==> src/ols_map.svh <==
// register map, field layout, reset values and fixed figures of the overload supervisor
// assumes an includer that uses these names inside SystemVerilog expressions
// Contract
// - Alarm is on while overload content is at or above the alarm level.
// - Alarm level accepts 1 to 100 percent, resets to 90.
// - Assignable relay output follows the alarm while the alarm is present.
// - A trip locks out restarts until content falls strictly below release level.
// - User lockout level accepts 1 to 99 percent, resets to 15.
// - Release select is off or automatic, resets off; off uses the user level.
// - Automatic level frees restart only with headroom for one whole start.
// - Automatic level averages the last four completed starts by integer division.
// - The average is scaled by a 1.25 safety margin.
// - Automatic release level is 100 percent minus the scaled average.
// - Each start command latches the present content as the start reference; during a start, one coinciding with up to speed, abort or trip does not.
// - Only starts reaching up to speed are recorded; aborted or tripped are not.
`ifndef OLS_MAP_SVH
`define OLS_MAP_SVH

// ---------------------------------------------------------------
// register byte offsets
// ---------------------------------------------------------------
`define OLS_ADR_ALARM    8'h00
`define OLS_ADR_LOCK     8'h04
`define OLS_ADR_CTRL     8'h08
`define OLS_ADR_STATUS   8'h0c
`define OLS_ADR_IRQ_ST   8'h10
`define OLS_ADR_IRQ_CLR  8'h14
`define OLS_ADR_IRQ_EN   8'h18
`define OLS_ADR_CONTENT  8'h1c

// ---------------------------------------------------------------
// fields and limits
// ---------------------------------------------------------------
`define OLS_CTRL_AUTO    0
`define OLS_CTRL_RELAY   1
`define OLS_IRQ_ALARM    0
`define OLS_IRQ_LOCK     1
`define OLS_IRQ_FREE     2
`define OLS_IRQ_REC      3
`define OLS_ALARM_MIN    8'h01
`define OLS_ALARM_MAX    8'h64
`define OLS_ALARM_RST    8'h5a
`define OLS_LOCK_MIN     8'h01
`define OLS_LOCK_MAX     8'h63
`define OLS_LOCK_RST     8'h0f
`define OLS_PCT_FULL     8'h64
`define OLS_AVG_SHIFT    2
`define OLS_MARGIN_NUM   11'h005
`define OLS_MARGIN_SHIFT 2
`define OLS_RESP_OKAY    2'h0
`define OLS_RESP_SLVERR  2'h2

`endif

==> src/ols_pkg.sv <==
// types shared by the overload supervisor and its release calculator
// assumes ols_map.svh is on the include path
`include "ols_map.svh"

package ols_pkg;

  typedef logic [7:0] pct_t;
  typedef pct_t [3:0] hist_t;

  typedef enum logic [0:0] {LK_FREE, LK_LOCKED} lock_st_t;
  typedef enum logic [0:0] {ST_IDLE, ST_STARTING} start_st_t;

  typedef struct packed {
    pct_t        alarm_lvl;
    pct_t        lock_lvl;
    logic        auto_sel;
    logic        relay_en;
    logic        alarm;
    logic        relay;
    lock_st_t    lock;
    start_st_t   start;
    pct_t        start_ref;
    hist_t       hist;
    logic [1:0]  hist_wr;
    logic [2:0]  hist_cnt;
    pct_t        release_lvl;
    logic [3:0]  irq_st;
    logic [3:0]  irq_en;
    logic        irq;
    logic        awready;
    logic        aw_got;
    logic [7:0]  awaddr;
    logic        wready;
    logic        w_got;
    logic [7:0]  wbyte;
    logic        wlane;
    logic        bvalid;
    logic [1:0]  bresp;
    logic        arready;
    logic        rvalid;
    logic [31:0] rdata;
    logic [1:0]  rresp;
  } sup_state_t;

endpackage : ols_pkg

==> src/ols_release_calc.sv <==
// automatic lockout release level from the start consumption history
// assumes history entries are whole percent values 0 to 100
`timescale 1ns/1ps
`default_nettype none

module ols_release_calc
  import ols_pkg::*;
(
  // history in
  input  wire hist_t hist_i,
  // level out
  output var  pct_t  level_o
);

  logic [9:0]  sum;
  pct_t        avg;
  logic [10:0] scaled;

  always_comb begin
    sum = '0;
    for (int i = 0; i < 4; i++) begin
      sum = sum + {2'h0, hist_i[i]};
    end
    avg    = 8'(sum >> `OLS_AVG_SHIFT);
    scaled = 11'(({3'h0, avg} * `OLS_MARGIN_NUM) >> `OLS_MARGIN_SHIFT);
    if (scaled >= {3'h0, `OLS_PCT_FULL}) begin
      level_o = '0;
    end else begin
      level_o = `OLS_PCT_FULL - scaled[7:0];
    end
  end

endmodule : ols_release_calc

`default_nettype wire

==> src/ols_supervisor.sv <==
// overload alarm and restart lockout supervisor with an AXI4-Lite register slave
// assumes overload content in whole percent and single-cycle start, speed, abort, trip pulses
//
// Chosen here: register access over AXI4-Lite and the address map.
`timescale 1ns/1ps
`default_nettype none

module ols_supervisor
  import ols_pkg::*;
#(
  parameter int ADDR_W = 8
) (
  // clock and reset
  input  wire  logic              CLK_SYS_I,
  input  wire  logic              RESETN_I,
  // thermal model and sequencer
  input  wire  logic [7:0]        OL_CONTENT_I,
  input  wire  logic              OL_TRIP_I,
  input  wire  logic              START_CMD_I,
  input  wire  logic              UP_TO_SPEED_I,
  input  wire  logic              START_ABORT_I,
  // supervisor outputs
  output var   logic              ALARM_O,
  output var   logic              RELAY_O,
  output var   logic              LOCKOUT_O,
  output var   logic [7:0]        RELEASE_LEVEL_O,
  output var   logic              IRQ_O,
  // axi4-lite write address
  input  wire  logic [ADDR_W-1:0] S_AXI_AWADDR,
  input  wire  logic              S_AXI_AWVALID,
  output var   logic              S_AXI_AWREADY,
  // axi4-lite write data
  input  wire  logic [31:0]       S_AXI_WDATA,
  input  wire  logic [3:0]        S_AXI_WSTRB,
  input  wire  logic              S_AXI_WVALID,
  output var   logic              S_AXI_WREADY,
  // axi4-lite write response
  output var   logic [1:0]        S_AXI_BRESP,
  output var   logic              S_AXI_BVALID,
  input  wire  logic              S_AXI_BREADY,
  // axi4-lite read address
  input  wire  logic [ADDR_W-1:0] S_AXI_ARADDR,
  input  wire  logic              S_AXI_ARVALID,
  output var   logic              S_AXI_ARREADY,
  // axi4-lite read data
  output var   logic [31:0]       S_AXI_RDATA,
  output var   logic [1:0]        S_AXI_RRESP,
  output var   logic              S_AXI_RVALID,
  input  wire  logic              S_AXI_RREADY
);

  // ---------------------------------------------------------------
  // helpers
  // ---------------------------------------------------------------
  function automatic logic in_range(input pct_t v, input pct_t lo, input pct_t hi);
    in_range = (v >= lo) && (v <= hi);
  endfunction : in_range

  function automatic logic [7:0] word_addr(input logic [ADDR_W-1:0] a);
    logic [ADDR_W-1:0] al;
    al        = a & ~(ADDR_W'(3));
    word_addr = 8'(al);
  endfunction : word_addr

  // bus response code from a pass or refuse flag
  function automatic logic [1:0] resp_of(input logic ok);
    resp_of = ok ? `OLS_RESP_OKAY : `OLS_RESP_SLVERR;
  endfunction : resp_of

  // content used by one start, never below zero
  function automatic pct_t consumed(input pct_t now, input pct_t ref_lvl);
    consumed = (now > ref_lvl) ? pct_t'(now - ref_lvl) : '0;
  endfunction : consumed

  // ---------------------------------------------------------------
  // state
  // ---------------------------------------------------------------
  // every field named so reset values read at a glance
  localparam sup_state_t RST_STATE = '{
    alarm_lvl:   `OLS_ALARM_RST,
    lock_lvl:    `OLS_LOCK_RST,
    auto_sel:    1'b0,
    relay_en:    1'b0,
    alarm:       1'b0,
    relay:       1'b0,
    lock:        LK_FREE,
    start:       ST_IDLE,
    start_ref:   '0,
    hist:        '0,
    hist_wr:     '0,
    hist_cnt:    '0,
    release_lvl: '0,
    irq_st:      '0,
    irq_en:      '0,
    irq:         1'b0,
    awready:     1'b1,
    aw_got:      1'b0,
    awaddr:      '0,
    wready:      1'b1,
    w_got:       1'b0,
    wbyte:       '0,
    wlane:       1'b0,
    bvalid:      1'b0,
    bresp:       `OLS_RESP_OKAY,
    arready:     1'b1,
    rvalid:      1'b0,
    rdata:       '0,
    rresp:       `OLS_RESP_OKAY
  };

  // registered state and its next value
  sup_state_t  q;
  sup_state_t  d;

  // release levels
  pct_t        auto_lvl;
  pct_t        active_lvl;

  // bus decode
  logic        aw_take;
  logic        w_take;
  logic        ar_take;
  logic        wr_ok;
  logic [31:0] rd;
  logic        rd_ok;

  // interrupt events and start scratch
  logic [3:0]  irq_clr;
  logic [3:0]  irq_evt;
  pct_t        used;

  // ---------------------------------------------------------------
  // release calculator
  // ---------------------------------------------------------------
  ols_release_calc u_calc (
    .hist_i  (q.hist),
    .level_o (auto_lvl)
  );

  // ---------------------------------------------------------------
  // next state
  // ---------------------------------------------------------------
  always_comb begin
    d       = q;
    irq_clr = '0;
    irq_evt = '0;
    wr_ok   = 1'b1;
    used    = '0;
    rd      = '0;
    rd_ok   = 1'b1;

    // -------------------------------------------------------------
    // write channel capture, address and data in either order
    // -------------------------------------------------------------
    aw_take = S_AXI_AWVALID && q.awready;
    w_take  = S_AXI_WVALID && q.wready;
    ar_take = S_AXI_ARVALID && q.arready;
    if (aw_take) begin
      d.aw_got = 1'b1;
      d.awaddr = word_addr(S_AXI_AWADDR);
    end
    if (w_take) begin
      d.w_got = 1'b1;
      d.wbyte = S_AXI_WDATA[7:0];
      d.wlane = S_AXI_WSTRB[0];
    end

    // -------------------------------------------------------------
    // register write once both halves are held
    // -------------------------------------------------------------
    if (q.aw_got && q.w_got) begin
      d.aw_got = 1'b0;
      d.w_got  = 1'b0;
      d.bvalid = 1'b1;
      unique case (q.awaddr)
        `OLS_ADR_ALARM: begin
          if (in_range(q.wbyte, `OLS_ALARM_MIN, `OLS_ALARM_MAX)) begin
            if (q.wlane) begin
              d.alarm_lvl = q.wbyte;
            end
          end else begin
            wr_ok = 1'b0;
          end
        end
        `OLS_ADR_LOCK: begin
          if (in_range(q.wbyte, `OLS_LOCK_MIN, `OLS_LOCK_MAX)) begin
            if (q.wlane) begin
              d.lock_lvl = q.wbyte;
            end
          end else begin
            wr_ok = 1'b0;
          end
        end
        `OLS_ADR_CTRL: begin
          if (q.wlane) begin
            d.auto_sel = q.wbyte[`OLS_CTRL_AUTO];
            d.relay_en = q.wbyte[`OLS_CTRL_RELAY];
          end
        end
        `OLS_ADR_IRQ_CLR: begin
          if (q.wlane) begin
            irq_clr = q.wbyte[3:0];
          end
        end
        `OLS_ADR_IRQ_EN: begin
          if (q.wlane) begin
            d.irq_en = q.wbyte[3:0];
          end
        end
        default: begin
          wr_ok = 1'b0;
        end
      endcase
      d.bresp = resp_of(wr_ok);
    end
    if (q.bvalid && S_AXI_BREADY) begin
      d.bvalid = 1'b0;
    end
    d.awready = !d.aw_got && !d.bvalid;
    d.wready  = !d.w_got && !d.bvalid;

    // -------------------------------------------------------------
    // register read
    // -------------------------------------------------------------
    unique case (word_addr(S_AXI_ARADDR))
      `OLS_ADR_ALARM:   rd = {24'h0, q.alarm_lvl};
      `OLS_ADR_LOCK:    rd = {24'h0, q.lock_lvl};
      `OLS_ADR_CTRL:    rd = {30'h0, q.relay_en, q.auto_sel};
      `OLS_ADR_STATUS:  rd = {13'h0, q.hist_cnt, q.release_lvl, 5'h0, q.relay,
                               (q.lock == LK_LOCKED), q.alarm};
      `OLS_ADR_IRQ_ST:  rd = {28'h0, q.irq_st};
      `OLS_ADR_IRQ_CLR: rd = '0;
      `OLS_ADR_IRQ_EN:  rd = {28'h0, q.irq_en};
      `OLS_ADR_CONTENT: rd = {24'h0, OL_CONTENT_I};
      default:          rd_ok = 1'b0;
    endcase
    if (ar_take) begin
      d.rvalid = 1'b1;
      d.rdata  = rd;
      d.rresp  = resp_of(rd_ok);
    end else if (q.rvalid && S_AXI_RREADY) begin
      d.rvalid = 1'b0;
    end
    d.arready = !d.rvalid;

    // -------------------------------------------------------------
    // alarm and relay
    // -------------------------------------------------------------
    d.alarm = (OL_CONTENT_I >= q.alarm_lvl);
    d.relay = d.alarm && q.relay_en;
    if (d.alarm && !q.alarm) begin
      irq_evt[`OLS_IRQ_ALARM] = 1'b1;
    end

    // -------------------------------------------------------------
    // active release level
    // -------------------------------------------------------------
    active_lvl    = q.auto_sel ? auto_lvl : q.lock_lvl;
    d.release_lvl = active_lvl;

    // -------------------------------------------------------------
    // lockout against the level shown on the release output
    // -------------------------------------------------------------
    // a trip in the same cycle keeps it locked
    unique case (q.lock)
      LK_FREE: begin
        if (OL_TRIP_I) begin
          d.lock                 = LK_LOCKED;
          irq_evt[`OLS_IRQ_LOCK] = 1'b1;
        end
      end
      LK_LOCKED: begin
        if (!OL_TRIP_I && (OL_CONTENT_I < q.release_lvl)) begin
          d.lock                 = LK_FREE;
          irq_evt[`OLS_IRQ_FREE] = 1'b1;
        end
      end
    endcase

    // -------------------------------------------------------------
    // start tracking and history
    // -------------------------------------------------------------
    unique case (q.start)
      ST_IDLE: begin
        if (START_CMD_I) begin
          d.start     = ST_STARTING;
          d.start_ref = OL_CONTENT_I;
        end
      end
      ST_STARTING: begin
        if (OL_TRIP_I || START_ABORT_I) begin
          d.start = ST_IDLE;
        end else if (UP_TO_SPEED_I) begin
          d.start = ST_IDLE;
          used = consumed(OL_CONTENT_I, q.start_ref);
          d.hist[q.hist_wr]     = used;
          d.hist_wr             = q.hist_wr + 2'h1;
          irq_evt[`OLS_IRQ_REC] = 1'b1;
          if (q.hist_cnt != 3'h4) begin
            d.hist_cnt = q.hist_cnt + 3'h1;
          end
        end else if (START_CMD_I) begin
          d.start_ref = OL_CONTENT_I;
        end
      end
    endcase

    // -------------------------------------------------------------
    // interrupt status, a new event beats a clear
    // -------------------------------------------------------------
    d.irq_st = (q.irq_st & ~irq_clr) | irq_evt;
    d.irq    = |(d.irq_st & d.irq_en);
  end

  // ---------------------------------------------------------------
  // state register
  // ---------------------------------------------------------------
  always_ff @(posedge CLK_SYS_I) begin
    if (!RESETN_I) begin
      q <= RST_STATE;
    end else begin
      q <= d;
    end
  end

  // ---------------------------------------------------------------
  // outputs
  // ---------------------------------------------------------------
  // every output is a field of the state register, except LOCKOUT_O, which decodes the lock field
  assign ALARM_O         = q.alarm;
  assign RELAY_O         = q.relay;
  assign LOCKOUT_O       = (q.lock == LK_LOCKED);
  assign RELEASE_LEVEL_O = q.release_lvl;
  assign IRQ_O           = q.irq;
  assign S_AXI_AWREADY   = q.awready;
  assign S_AXI_WREADY    = q.wready;
  assign S_AXI_BVALID    = q.bvalid;
  assign S_AXI_BRESP     = q.bresp;
  assign S_AXI_ARREADY   = q.arready;
  assign S_AXI_RVALID    = q.rvalid;
  assign S_AXI_RDATA     = q.rdata;
  assign S_AXI_RRESP     = q.rresp;

endmodule : ols_supervisor

`default_nettype wire

==> config.mk <==
export PLATFORM = sky130hd
export DESIGN_NAME = ols_supervisor
export DESIGN_NICKNAME = d
export VERILOG_FILES = /design/src/ols_pkg.sv /design/src/ols_release_calc.sv /design/src/ols_supervisor.sv
export VERILOG_INCLUDE_DIRS = /design/src
export SDC_FILE = /design/constraint.sdc
export NUM_CORES = 1
export LEC_CHECK = 0
export ABC_CLOCK_PERIOD_IN_PS = 4500
export BUFFER_PORTS_ARGS = -buffer_cell sky130_fd_sc_hd__buf_4
export CORE_ASPECT_RATIO = 2
export CORE_MARGIN = 3
export CORE_UTILIZATION = 30
export DETAILED_ROUTE_END_ITERATION = 8
export SYNTH_ARGS = -nofsm -noshare
export SYNTH_HDL_FRONTEND = slang
export SYNTH_HIERARCHICAL = 1
export SYNTH_SLANG_ARGS = --single-unit
==> constraint.sdc <==
create_clock -name CLK_SYS_I -period 4.5 [get_ports CLK_SYS_I]
set_input_delay 0.675 -clock CLK_SYS_I [delete_from_list [all_inputs] [get_ports CLK_SYS_I]]
set_output_delay 0.675 -clock CLK_SYS_I [all_outputs]
set_load 0.01 [all_outputs]
==> results.txt, run 1 <==
The final global-route overflow total was 0; the synthesized area divided by synthesized cell count was 8.38 um2. The smallest clock period supported by the final layout is computed as 4920 ps. Overall global routing resource usage: 15.4%. The largest net degree at the start of global routing came out at 42. During synthesis, Yosys emitted a total of 6 warnings.

The congestion estimate from routability-driven global placement came to 0.847. The detail route stage leaves a number of antenna-violating nets equal to 0. Critical path class: reg -> reg. Along the worst path, the maximum fanout reaches 8. Measured against its own limit, the worst slew margin works out to 32.6%.

The core region is 24500 um2. Dividing total power by cell area gives a power density of 313 nW/um2. The worst-case setup margin in the final layout was -420 ps; the count of antenna diodes in the layout was 0. Number of max-slew violations in the final report: 0. For this run, the share of the core covered by cells in the final layout is 37.7%. In the final layout, flip-flops and latches occupy 2550 um2.

The tools report the worst reg-to-reg setup slack as -420 ps. The floorplan step defined a die boundary enclosing 27100 um2. Measured along the x axis, the die boundary spans 118 um. Cells with a size suffix above 1 make up 22.0% of the layout. The die is 230 um tall. For the worst flop-to-flop path, the logic depth is 25.

Setup violations remaining at the end of the flow were counted as 8. Dividing the final minimum period by the clock period gives 109%. The checks that failed: setup timing. For this configuration, the core starts out at a cell density of 30.6%. The H-tree was split into 4 levels.

Using the TritonRoute via totals, the vias-per-cell ratio works out to 4.82. The tools report the clock sink total as 127. VDD sags by at most 0.212 mV. In the synthesized netlist the async set-or-reset flop fraction comes to 0%. For the TritonCTS buffer count, the log shows 17.

The post-detailed-route DRC marker count was 0; the actual transition at the worst max-transition pin was 1000 ps. TritonCTS built the clock tree. Summing every instance area after synthesis gives 7510 um2. The area added between synthesis and finish is 23.0%.

The clock passes through at most 2 buffers. After clock tree synthesis, the clock-pin slew on the worst setup and hold paths is 60 ps. The run finished, with violations left. The endpoint required time on the critical path was 4810 ps.

Count of final hold-check violations: 0. The run gives 0.00391 uW as the standby leakage power. For this run, the register share of the synthesized area comes to 33.8%.

Static timing analysis puts the maximum clock frequency at 203 MHz. The via count of the first global-routing pass came out at 6338. Kind of end point of the critical path: a register. The number of storage elements in the synthesis netlist works out to 127. The detailed router's first-iteration violation count was 266; the number of search-and-repair iterations in the first detailed-routing pass was 5. On the final layout, the worst clock skew is 8.75 ps. The path class of the tightest hold or removal check is reg -> reg. The logs give 2611 for the final-layout fill cell count and 20.8 mm for the total routed wirelength.

At the worst endpoint, the arrival time is 5230 ps. The root buffer cell chosen for the clock tree is sky130_fd_sc_hd__clkbuf_16. The tools report the initial antenna violation count as 0.

The run gives 440 ps as the source-to-sink clock delay at the later pin of the worst-skew pair. For this design the top-level I/O count stands at 124. The count of port buffers added during placement was 77; the cell row count was 81.

Nature of the critical path startpoint: a register. In this run, synthesis inferred 0 flip-flops with an integrated enable. The wire length of the first global-routing pass is 32.2 mm, and the number of stages on the worst hold path is 2. In the final layout, the multi-input gates occupy 4360 um2. The run gives 896 as the gate count after technology mapping. The number of hold buffers added after CTS was 0. The number of placed instances with taps included is 1287, and the number of max-cap violations is 0.

For this run, the post-layout net count is 1116. The detailed router placed 6380 vias in this run. Setup repair after global routing could not meet its margin everywhere.

The count of different cell masters after synthesis came out at 76. Among all flip-flop cells after synthesis, the most frequent one is sky130_fd_sc_hd__dfxtp_1. The average routed wire per standard cell is 15.7 um.

The logs give 16.3 mm for the placed wire-length estimate after detailed placement and 1323 for the non-filler instance count after layout.
==> synthesized netlist by cell type (6+ instances only) <==
cell | count | area share, %
sky130_fd_sc_hd__nor2_1 | 106 | 5.3
sky130_fd_sc_hd__nand2b_1 | 6 | 0.50
sky130_fd_sc_hd__xnor2_1 | 16 | 1.9
sky130_fd_sc_hd__mux2i_1 | 40 | 5.3
sky130_fd_sc_hd__nor2b_1 | 8 | 0.67
sky130_fd_sc_hd__buf_4 | 47 | 4.7
sky130_fd_sc_hd__ha_1 | 48 | 8.0
sky130_fd_sc_hd__nor3_1 | 16 | 1.1
sky130_fd_sc_hd__a21oi_1 | 53 | 3.5
sky130_fd_sc_hd__a22oi_1 | 24 | 2.4
sky130_fd_sc_hd__o21a_1 | 8 | 0.80
sky130_fd_sc_hd__a222oi_1 | 6 | 0.80
sky130_fd_sc_hd__inv_1 | 93 | 4.6
sky130_fd_sc_hd__clkbuf_1 | 24 | 1.2
sky130_fd_sc_hd__nand3_1 | 37 | 2.5
sky130_fd_sc_hd__o21ai_0 | 38 | 2.5
sky130_fd_sc_hd__and2_1 | 7 | 0.58
sky130_fd_sc_hd__dfxtp_1 | 127 | 34
sky130_fd_sc_hd__nand4_1 | 7 | 0.58
sky130_fd_sc_hd__fa_1 | 18 | 4.8
sky130_fd_sc_hd__nand2_1 | 70 | 3.5
sky130_fd_sc_hd__a21o_1 | 6 | 0.60
==> per-stage QoR <==
step                setup TNS (ps)  setup WS, ps  total power [uW]  hold slack [ps]  cell area [um2]
finish                       -3250          -420              2890              457             9240
global route                 -4870          -636              3000              476             9240
detailed placement           -3800          -503              1510              454             8470
CTS                          -3130          -410              2920              458             9140
floorplan                    -1390          -195              1400              422             7600
global placement             -3280          -439              1500              446             8470
==> final timing paths <==
kind | from | to
worst max-delay path | register | RELEASE_LEVEL_O[0]
worst min-delay path | register | register
worst max register to register | register | RELEASE_LEVEL_O[0]
worst min register to register | register | register
==> report_power, final <==
part / switching (uW) / internal [uW] / total [uW]
Clock: 540 / 869 / 1410
Combinational: 180 / 118 / 298
Sequential: 31.4 / 1150 / 1190
==> metal layers <==
layer / routed length, um / GRT usage, % / vias up
li1: - / - / 3162
met1: 7100 / 13.4 / 3017
met2: 12000 / 31.6 / 153
met3: 666 / 2.66 / 48
met4: 1000 / 9.43 / 0
met5: 0 / 0 / -
==> layout by cell type (no fill, tap or decap), types with 7 or more instances in the layout <==
master and instances:
sky130_fd_sc_hd__nor3_1 12, sky130_fd_sc_hd__nand4_1 7, sky130_fd_sc_hd__dfxtp_1 123, sky130_fd_sc_hd__o21a_1 8, sky130_fd_sc_hd__nor3_2 8, sky130_fd_sc_hd__mux2i_1 40, sky130_fd_sc_hd__buf_4 127, sky130_fd_sc_hd__a21oi_1 51
sky130_fd_sc_hd__nand3_1 37, sky130_fd_sc_hd__clkbuf_16 17, sky130_fd_sc_hd__fa_1 16, sky130_fd_sc_hd__conb_1 15, sky130_fd_sc_hd__nor2_1 104, sky130_fd_sc_hd__a22oi_1 24, sky130_fd_sc_hd__nor2b_1 7, sky130_fd_sc_hd__and2_1 7
sky130_fd_sc_hd__nand2_1 68, sky130_fd_sc_hd__inv_1 88, sky130_fd_sc_hd__xnor2_1 13, sky130_fd_sc_hd__ha_1 45, sky130_fd_sc_hd__o21ai_0 37
==> what timing repair did <==
action,4_1_cts,5_1_grt
pin swaps,10,13
buffers inserted,2,3
gates resized for setup,20,11
setup endpoints to repair,8,8
==> layout make-up <==
| cell class | count | share of cell area (%) |
|---|---|---|
| clock buffer | 18 | 4.64 |
| timing repair buffer | 129 | 10.6 |
| multi-input combinational | 610 | 47.1 |
| tap | 332 | 4.49 |
| clock inverter | 13 | 1.79 |
| inverter | 94 | 3.82 |
| sequential | 127 | 27.6 |
==> cell families (layout without fill, tap and decap cells) <==
logic type / count (synthesis) / after routing / synth area share (%)
xor gates and xnor gates: 20 / 20 / 2.43
muxes: 42 / 42 / 5.63
and+or+nand+nor: 291 / 291 / 18.5
DFF: 127 / 127 / 33.8
adders and majority gates: 66 / 66 / 12.8
buffers and inverters: 173 / 254 / 11.1
AOI/OAI and AO/OA: 176 / 176 / 15.6
other: 1 / 15 / 0.0499
==> critical path: stages (launching register included) <==
cell and delay [ps]:
sky130_fd_sc_hd__dfxtp_2 330, sky130_fd_sc_hd__inv_2 40, sky130_fd_sc_hd__fa_1 540, sky130_fd_sc_hd__inv_2 40
sky130_fd_sc_hd__fa_1 530, sky130_fd_sc_hd__nand3b_1 100, sky130_fd_sc_hd__fa_2 360, sky130_fd_sc_hd__nor2b_1 130
sky130_fd_sc_hd__o21a_1 170, sky130_fd_sc_hd__nor2_2 60, sky130_fd_sc_hd__xnor2_2 150, sky130_fd_sc_hd__ha_1 290
sky130_fd_sc_hd__ha_2 180, sky130_fd_sc_hd__inv_2 40, sky130_fd_sc_hd__fa_2 380, sky130_fd_sc_hd__nand2b_4 170
sky130_fd_sc_hd__nand2_2 50, sky130_fd_sc_hd__a21o_1 190, sky130_fd_sc_hd__nand2_2 100, sky130_fd_sc_hd__o31ai_4 230
sky130_fd_sc_hd__a21oi_2 70, sky130_fd_sc_hd__o31ai_4 210, sky130_fd_sc_hd__buf_6 180, sky130_fd_sc_hd__nor3_2 50
sky130_fd_sc_hd__mux2i_1 120, sky130_fd_sc_hd__nor2_1 70
Power figures use the tool's default switching activity.
==> inputs of run 2 (changes only) <==
- RECOVER_POWER: not set -> 25
==> run 2 against run 1 <==
  * The run ends with capacitance limit, slew limit, setup timing left
  * Non-clock buffer count did not move
  * Critical path depth did not move
  * Flip-flop and latch count did not move
  * Global-route usage did not move
  * Clock skew fell by 2.4 ps
  * Via count fell by 0.61%
  * Critical path type unchanged
  * Largest cell class unchanged
  * Largest power group unchanged
==> results.txt, run 2 (synthesis gave the netlist of run 1 again) <==
The hold buffer count at CTS is 0 (unchanged). Data arrival time of the worst path: 5230 ps (about the same). The largest individual stage delay along the critical path comes from the cell sky130_fd_sc_hd__fa_1. The part of the total power dissipated in the clock network was 48.8% (about the same). For the placed wire-length estimate after detailed placement, the log shows 16.3 mm (unchanged). The number of endpoints failing setup at the final stage came out at 8 (unchanged).

For the largest buffer count on any clock path, the log shows 2 (unchanged). The setup total negative slack is -3180 ps (+63.9 ps), and the standby leakage power is 0.00379 uW (-2.9%). The footprint of the multi-input gates is 4340 um2 (-0.34%).

The actual transition at the worst max-transition pin is 1790 ps (+790 ps), and the total internal power is 2140 uW (-0.23%). The logs give 0 (unchanged) for the post-detailed-route DRC marker count and 124 (unchanged) for the number of top-level design ports. For the total routed wirelength, the log shows 20.8 mm (+0.12%). Number of max-slew violations in the final report: 38 (+38). The remaining max-slew budget at the tightest pin came out at -19.6% (-52 points).

The count of port buffers added during placement was 77 (unchanged). The run finished, with violations left. The clock sink total came out at 127 (unchanged). The logs give 440 ps (about the same) for the source-to-sink clock delay at the later pin of the worst-skew pair and 0 (unchanged) for the count of antenna diodes in the layout.

The run gives 1287 (unchanged) as the number of placed instances with taps included. For the residual antenna-violating net count after detailed routing, the log shows 0 (unchanged). The die boundary width is 118 um (unchanged), and the final net count is 1116 (unchanged). Cell seen most often among critical-path stages: sky130_fd_sc_hd__inv_2.

The logs give 24500 um2 (unchanged) for the core footprint and 0 (unchanged) for the count of final hold-check violations. The run gives 0 (unchanged) as the initial antenna violation count. The class of the most critical hold timing path was reg -> reg. Switching power share of the total: 26.0% (about the same).

The run gives 10.1% (-0.2 points) as the combinational cell fraction of total power. The area added between synthesis and finish was 21.5%; the maximum vdd ir drop was 0.212 mV (-0.16%). Setup repair after global routing could not meet its margin everywhere. Number of search-and-repair iterations in the first detailed-routing pass: 5 (unchanged). The number of levels in the clock H-tree was 4 (unchanged). For the wire length of the first global-routing pass, the log shows 32.2 mm (unchanged). The logs give 15.4% (unchanged) for the overall global routing resource usage and 4820 ps (about the same) for the endpoint required time on the critical path. The longest individual stage delay on the worst path came out at 540 ps (about the same). The checks that failed: capacitance limit, slew limit, setup timing. The post-detailed-route via-to-cell ratio came out at 4.79 (-0.61%). The logs give 17 (unchanged) for the TritonCTS buffer count and 204 MHz (+0.16%) for the highest clock rate.

STA classifies the critical path endpoint as a register. The clock transition at the register clock pins on the worst setup and hold paths after CTS was 60 ps (about the same); the share of cells above drive strength 1 was 19.3% (-2.7 points). The non-filler instance count after layout was 1323 (unchanged). The tools report the area of the die as 27100 um2 (unchanged). The portion of the clock cycle consumed by the worst path in the final layout came out at 109% (-0.18 points). Post-layout minimum cycle time: 4910 ps (-7.98 ps). For the overall via count from detail_route, the log shows 6341 (-0.61%).

The tools report the final global-route overflow total as 0 (unchanged). The critical path is of the reg -> reg type. The tools report the final-layout fill cell count as 2629 (+0.69%).

The placer's final routability congestion estimate came out at 0.847 (unchanged). The largest net degree at the start of global routing was 42 (unchanged). The maximum fanout along the worst path is 8 (unchanged). The initial standard-cell utilization of the core was 30.6% (unchanged).

The average routed wire per standard cell came out at 15.7 um (+0.12%). TritonCTS built the clock tree. The tools report the nature of the critical path startpoint as a register.

The logs give 6338 (unchanged) for the via count of the first global-routing pass and 9130 um2 (-1.2%) for the design area. For the worst-case setup margin in the final layout, the log shows -412 ps (+7.97 ps). The power per cell area came out at 316 nW/um2 (+1.0%). The post-place instance area is 8470 um2 (unchanged).

The library cell used most frequently in the layout, excluding fill and tap cells, is sky130_fd_sc_hd__dfxtp_1. The floorplan die height is 230 um (unchanged), and the flip-flop and latch area is 2550 um2 (unchanged). The worst hold slack after final layout came out at 457 ps (+0.0880 ps). The net switching power of the design was 751 uW (-0.19%). Leaving out fill and tap cells, the most frequent cells in the layout are 123 x sky130_fd_sc_hd__dfxtp_1, 104 x sky130_fd_sc_hd__nor2_1, 101 x sky130_fd_sc_hd__buf_4, 88 x sky130_fd_sc_hd__inv_1, 68 x sky130_fd_sc_hd__nand2_1. The logs give 1 (+1) for the number of max-cap violations and 81 (unchanged) for the cell row count. The cell sitting at the root of the clock tree is a sky130_fd_sc_hd__clkbuf_16. The detailed router's first-iteration violation count is 242 (-9.0%), and the power share of the sequential group is 41.1% (about the same). The largest clock skew in the final design is 6.34 ps (-2.41 ps).
==> run 2: power by group through the flow <==
| stage | registers, uW | logic, uW | clock network [uW] |
|---|---|---|---|
| 2_1_floorplan | 1200 | 207 | 0 |
| 3_3_place_gp | 1210 | 294 | 0 |
| 3_5_place_dp | 1210 | 298 | 0 |
| 4_1_cts | 1190 | 299 | 1440 |
| 5_1_grt | 1190 | 323 | 1480 |
| 6_report | 1190 | 292 | 1410 |
==> run 2: metal layers <==
metal | routed length, um | global-route usage [%] | vias up
li1 | - | - | 3161
met1 | 7210 | 13.4 | 2995
met2 | 12000 | 31.6 | 138
met3 | 637 | 2.66 | 47
met4 | 996 | 9.43 | 0
met5 | 0 | 0 | -
==> run 2: final timing paths <==
kind | from | endpoint | slack (ps) | cells past startpoint
max | register | RELEASE_LEVEL_O[0] | -410 | 25
min | register | register | 460 | 2
max reg2reg | register | RELEASE_LEVEL_O[0] | -410 | 25
min reg2reg | register | register | 460 | 2
==> run 2: area by class of cell <==
cell class / instances / share of cell area, %
well taps: 332 / 4.55
clock buffers: 18 / 4.70
clock inverters: 13 / 1.81
multi-input cells: 610 / 47.6
flip-flops and latches: 127 / 27.9
repair buffers: 129 / 9.62
inverters: 94 / 3.86
==> run 2: timing repair <==
item	CTS	global route
resized for setup	20	11
setup buffers	2	3
setup endpoints to repair	8	8
pin swaps	10	13
==> run 2: worst max-delay path: cells and delay by family, from the launching register on <==
| family | cells | cell delay [ps] |
|---|---|---|
| compound gates | 5 | 870 |
| xor+xnor | 1 | 150 |
| fa+ha+maj | 6 | 2280 |
| buf+inv | 4 | 300 |
| flops | 1 | 330 |
| mux | 1 | 120 |
| simple gates | 8 | 730 |
==> run 2: stage by stage <==
stage	utilization [%]	setup WS, ps	power (uW)
2_1_floorplan	-	-195	1400
3_3_place_gp	34.5	-439	1500
3_5_place_dp	34.5	-503	1510
4_1_cts	37.3	-410	2920
5_1_grt	37.2	-636	2990
6_report	37.2	-412	2890
==> inputs of run 3 (changes only) <==
--- a/config.mk
+++ b/config.mk
@@ -15,2 +15,3 @@
 export RECOVER_POWER = 25
+export REMOVE_ABC_BUFFERS = 1
 export SYNTH_ARGS = -nofsm -noshare
==> constraint.sdc (replaced) <==
create_clock -name CLK_SYS_I -period 4.5 [get_ports CLK_SYS_I]
set_input_delay 0.45 -clock CLK_SYS_I [delete_from_list [all_inputs] [get_ports CLK_SYS_I]]
set_output_delay 0.45 -clock CLK_SYS_I [all_outputs]
set_load 0.01 [all_outputs]
==> run 3 against run 2 <==
  * The run still ends with capacitance limit, slew limit, setup timing left
  * Combinational power is essentially flat
  * First-iteration DRC count up 0.83%
  * Worst hold slack worse by 190 ps
  * Wire length up 2.0%
  * Critical path depth did not move
  * Via count is 2.2% higher
  * Critical endpoint is now RELEASE_LEVEL_O[2]
  * Highest routed layer unchanged
==> results.txt, run 3 (synthesis gave the netlist of run 1 again) <==
The run finished, with violations left. The final reports fail on capacitance limit, slew limit, setup timing. The worst-case setup margin in the final layout was -367 ps (+44.9 ps). The critical path in this run is classified as reg -> reg.

Setup repair after global routing could not meet its margin everywhere. The final net count came out at 1133 (+1.5%). TritonCTS built the clock tree.

The power per cell area was 318 nW/um2 (+0.50%); the share of cells above drive strength 1 was 21.3% (+2.0 points). Overall via count from detail_route: 6483 (+2.2%). The die boundary width is 118 um (unchanged).

Post-layout minimum cycle time: 4870 ps (-44.9 ps). In the layout the commonest cells are 124 x sky130_fd_sc_hd__dfxtp_1, 110 x sky130_fd_sc_hd__buf_4, 105 x sky130_fd_sc_hd__nor2_1, 88 x sky130_fd_sc_hd__inv_1, 67 x sky130_fd_sc_hd__nand2_1. The run gives 0 (unchanged) as the count of antenna diodes in the layout.

The number of endpoints failing setup at the final stage is 8 (unchanged), and the endpoint required time on the critical path is 4810 ps (about the same). The class of the most critical hold timing path is in -> reg. Portion of the clock cycle consumed by the worst path in the final layout: 108% (-1.0 points). The largest buffer count on any clock path was 2 (unchanged).

For the placed wire-length estimate after detailed placement, the log shows 16.3 mm (about the same). The highest clock rate is 205 MHz (+0.92%), and the overall global routing resource usage is 15.9% (+0.54 points). The clock sink total is 127 (unchanged). The number of top-level design ports came out at 124 (unchanged). The design area is 9450 um2 (+3.5%), and the area of the die is 27100 um2 (unchanged).

The initial standard-cell utilization of the core was 30.6% (unchanged). For the final global-route overflow total, the log shows 0 (unchanged). Number of search-and-repair iterations in the first detailed-routing pass: 5 (unchanged). The count of port buffers added during placement was 77 (unchanged). The actual transition at the worst max-transition pin works out to 1680 ps (-111 ps). The post-detailed-route via-to-cell ratio was 4.83 (+0.87%). For the number of max-cap violations, the log shows 1 (unchanged). Setup total negative slack: -2770 ps (+417 ps). For the TritonCTS buffer count, the log shows 17 (unchanged). CTS placed an instance of sky130_fd_sc_hd__clkbuf_16 at the clock tree root. The run gives 81 (unchanged) as the cell row count. The post-place instance area was 8490 um2 (+0.24%); the routed length on met1 was 7.29 mm (+1.1%). The count of final hold-check violations is 0 (unchanged).

The clock transition at the register clock pins on the worst setup and hold paths after CTS is 60 ps (about the same). For the total routed wirelength, the log shows 21.2 mm (+2.0%). The placer's final routability congestion estimate is 0.884 (+4.4%).

The logs give 1341 (+1.4%) for the non-filler instance count after layout and 0.297 mV (+40%) for the maximum vdd ir drop. The via count of the first global-routing pass was 6709 (+5.9%); the average routed wire per standard cell was 15.8 um (+0.63%). Leaving out fill and tap cells, the most frequent cell in the layout is sky130_fd_sc_hd__dfxtp_1.

The source-to-sink clock delay at the later pin of the worst-skew pair is 430 ps (about the same), and the floorplan die height is 230 um (unchanged). STA classifies the critical path endpoint as a register. Post-detailed-route DRC marker count: 0 (unchanged).

Signal routing reaches up to met4. The data arrival time of the worst path was 5180 ps (-50 ps). The tools report the standby leakage power as 0.00391 uW (+3.0%). The hold buffer count at CTS is 0 (unchanged), and the length of routed met2 wiring is 12.1 mm (+1.1%). The worst hold slack after final layout is 263 ps (-194 ps), and the initial antenna violation count is 0 (unchanged). The nature of the critical path startpoint is a register. The run gives 24500 um2 (unchanged) as the core footprint. The met3 layer wire length in the routed design was 682 um (+7.1%); the number of max-slew violations in the final report was 39 (+2.6%). The detailed router's first-iteration violation count was 244 (+0.83%). For the wire length of the first global-routing pass, the log shows 34.0 mm (+5.5%).

From synthesis to final layout, the design area changed by 25.8%. The number of placed instances with taps included is 1294 (+0.54%), and the largest clock skew in the final design is 8.72 ps (+2.39 ps). Remaining max-slew budget at the tightest pin: -12.2% (+7.4 points). The run gives 42 (unchanged) as the largest net degree at the start of global routing.

The maximum fanout along the worst path is 5 (-3), and the number of levels in the clock H-tree is 4 (unchanged). The pre-CTS setup slack is -611 ps (-109 ps), and the residual antenna-violating net count after detailed routing is 0 (unchanged).
-- run 3: worst paths after layout --
check,start,to,slack (ps),depth (start not counted)
worst max-delay path,register,RELEASE_LEVEL_O[2],-370,25
worst min-delay path,START_CMD_I,q[122],260,3
worst max register to register,register,RELEASE_LEVEL_O[2],-370,25
worst min register to register,q[56],q[56],450,2
-- run 3: area by class of cell --
class / instances / area [um2]
Fill cell: 2558 / 15100
Multi-Input combinational cell: 610 / 4450
Sequential cell: 127 / 2550
Timing Repair Buffer: 146 / 1030
Clock buffer: 19 / 453
Tap cell: 332 / 415
Inverter: 94 / 353
Clock inverter: 13 / 199
-- run 3: critical path: stages, from the launching register on --
cell	delay, ps
sky130_fd_sc_hd__dfxtp_2	330
sky130_fd_sc_hd__inv_2	40
sky130_fd_sc_hd__fa_1	550
sky130_fd_sc_hd__inv_2	40
sky130_fd_sc_hd__fa_1	530
sky130_fd_sc_hd__nand3b_1	100
sky130_fd_sc_hd__fa_2	360
sky130_fd_sc_hd__nor2b_2	110
sky130_fd_sc_hd__o21a_1	150
sky130_fd_sc_hd__nor2_1	60
sky130_fd_sc_hd__xnor2_1	160
sky130_fd_sc_hd__ha_1	300
sky130_fd_sc_hd__ha_2	190
sky130_fd_sc_hd__inv_2	40
sky130_fd_sc_hd__fa_2	330
sky130_fd_sc_hd__nand2b_4	170
sky130_fd_sc_hd__nand2_2	70
sky130_fd_sc_hd__a21o_4	150
sky130_fd_sc_hd__nand2_4	70
sky130_fd_sc_hd__o31ai_4	240
sky130_fd_sc_hd__a21oi_2	80
sky130_fd_sc_hd__o31ai_4	260
sky130_fd_sc_hd__buf_6	170
sky130_fd_sc_hd__nor2_1	50
sky130_fd_sc_hd__mux2i_1	140
sky130_fd_sc_hd__nor2_1	60
-- run 3: per-stage QoR --
stage	util [%]	power, uW
5_1_grt	38.5	3110
4_1_cts	38.3	3030
2_1_floorplan	-	1370
3_3_place_gp	34.6	1500
6_report	38.5	3000
3_5_place_dp	34.6	1500
-- run 3: report_power, final --
part           switching [uW]  internal, uW
sequential               30.7          1150
clock                     556           968
combinational             179           115
total                     766          2240
-- run 3: repair_timing --
item	4_1_cts	5_1_grt
cloned	0	0
endpoints found under the setup margin	8	8
gates resized for setup	37	23
pin swaps	32	18
buffers inserted	8	8
-- run 3: metal layers --
layer | GRT usage (%) | up-vias
met5 | 0 | -
met4 | 10.1 | 0
met3 | 2.76 | 63
met2 | 31.8 | 163
met1 | 14.4 | 3059
li1 | - | 3198
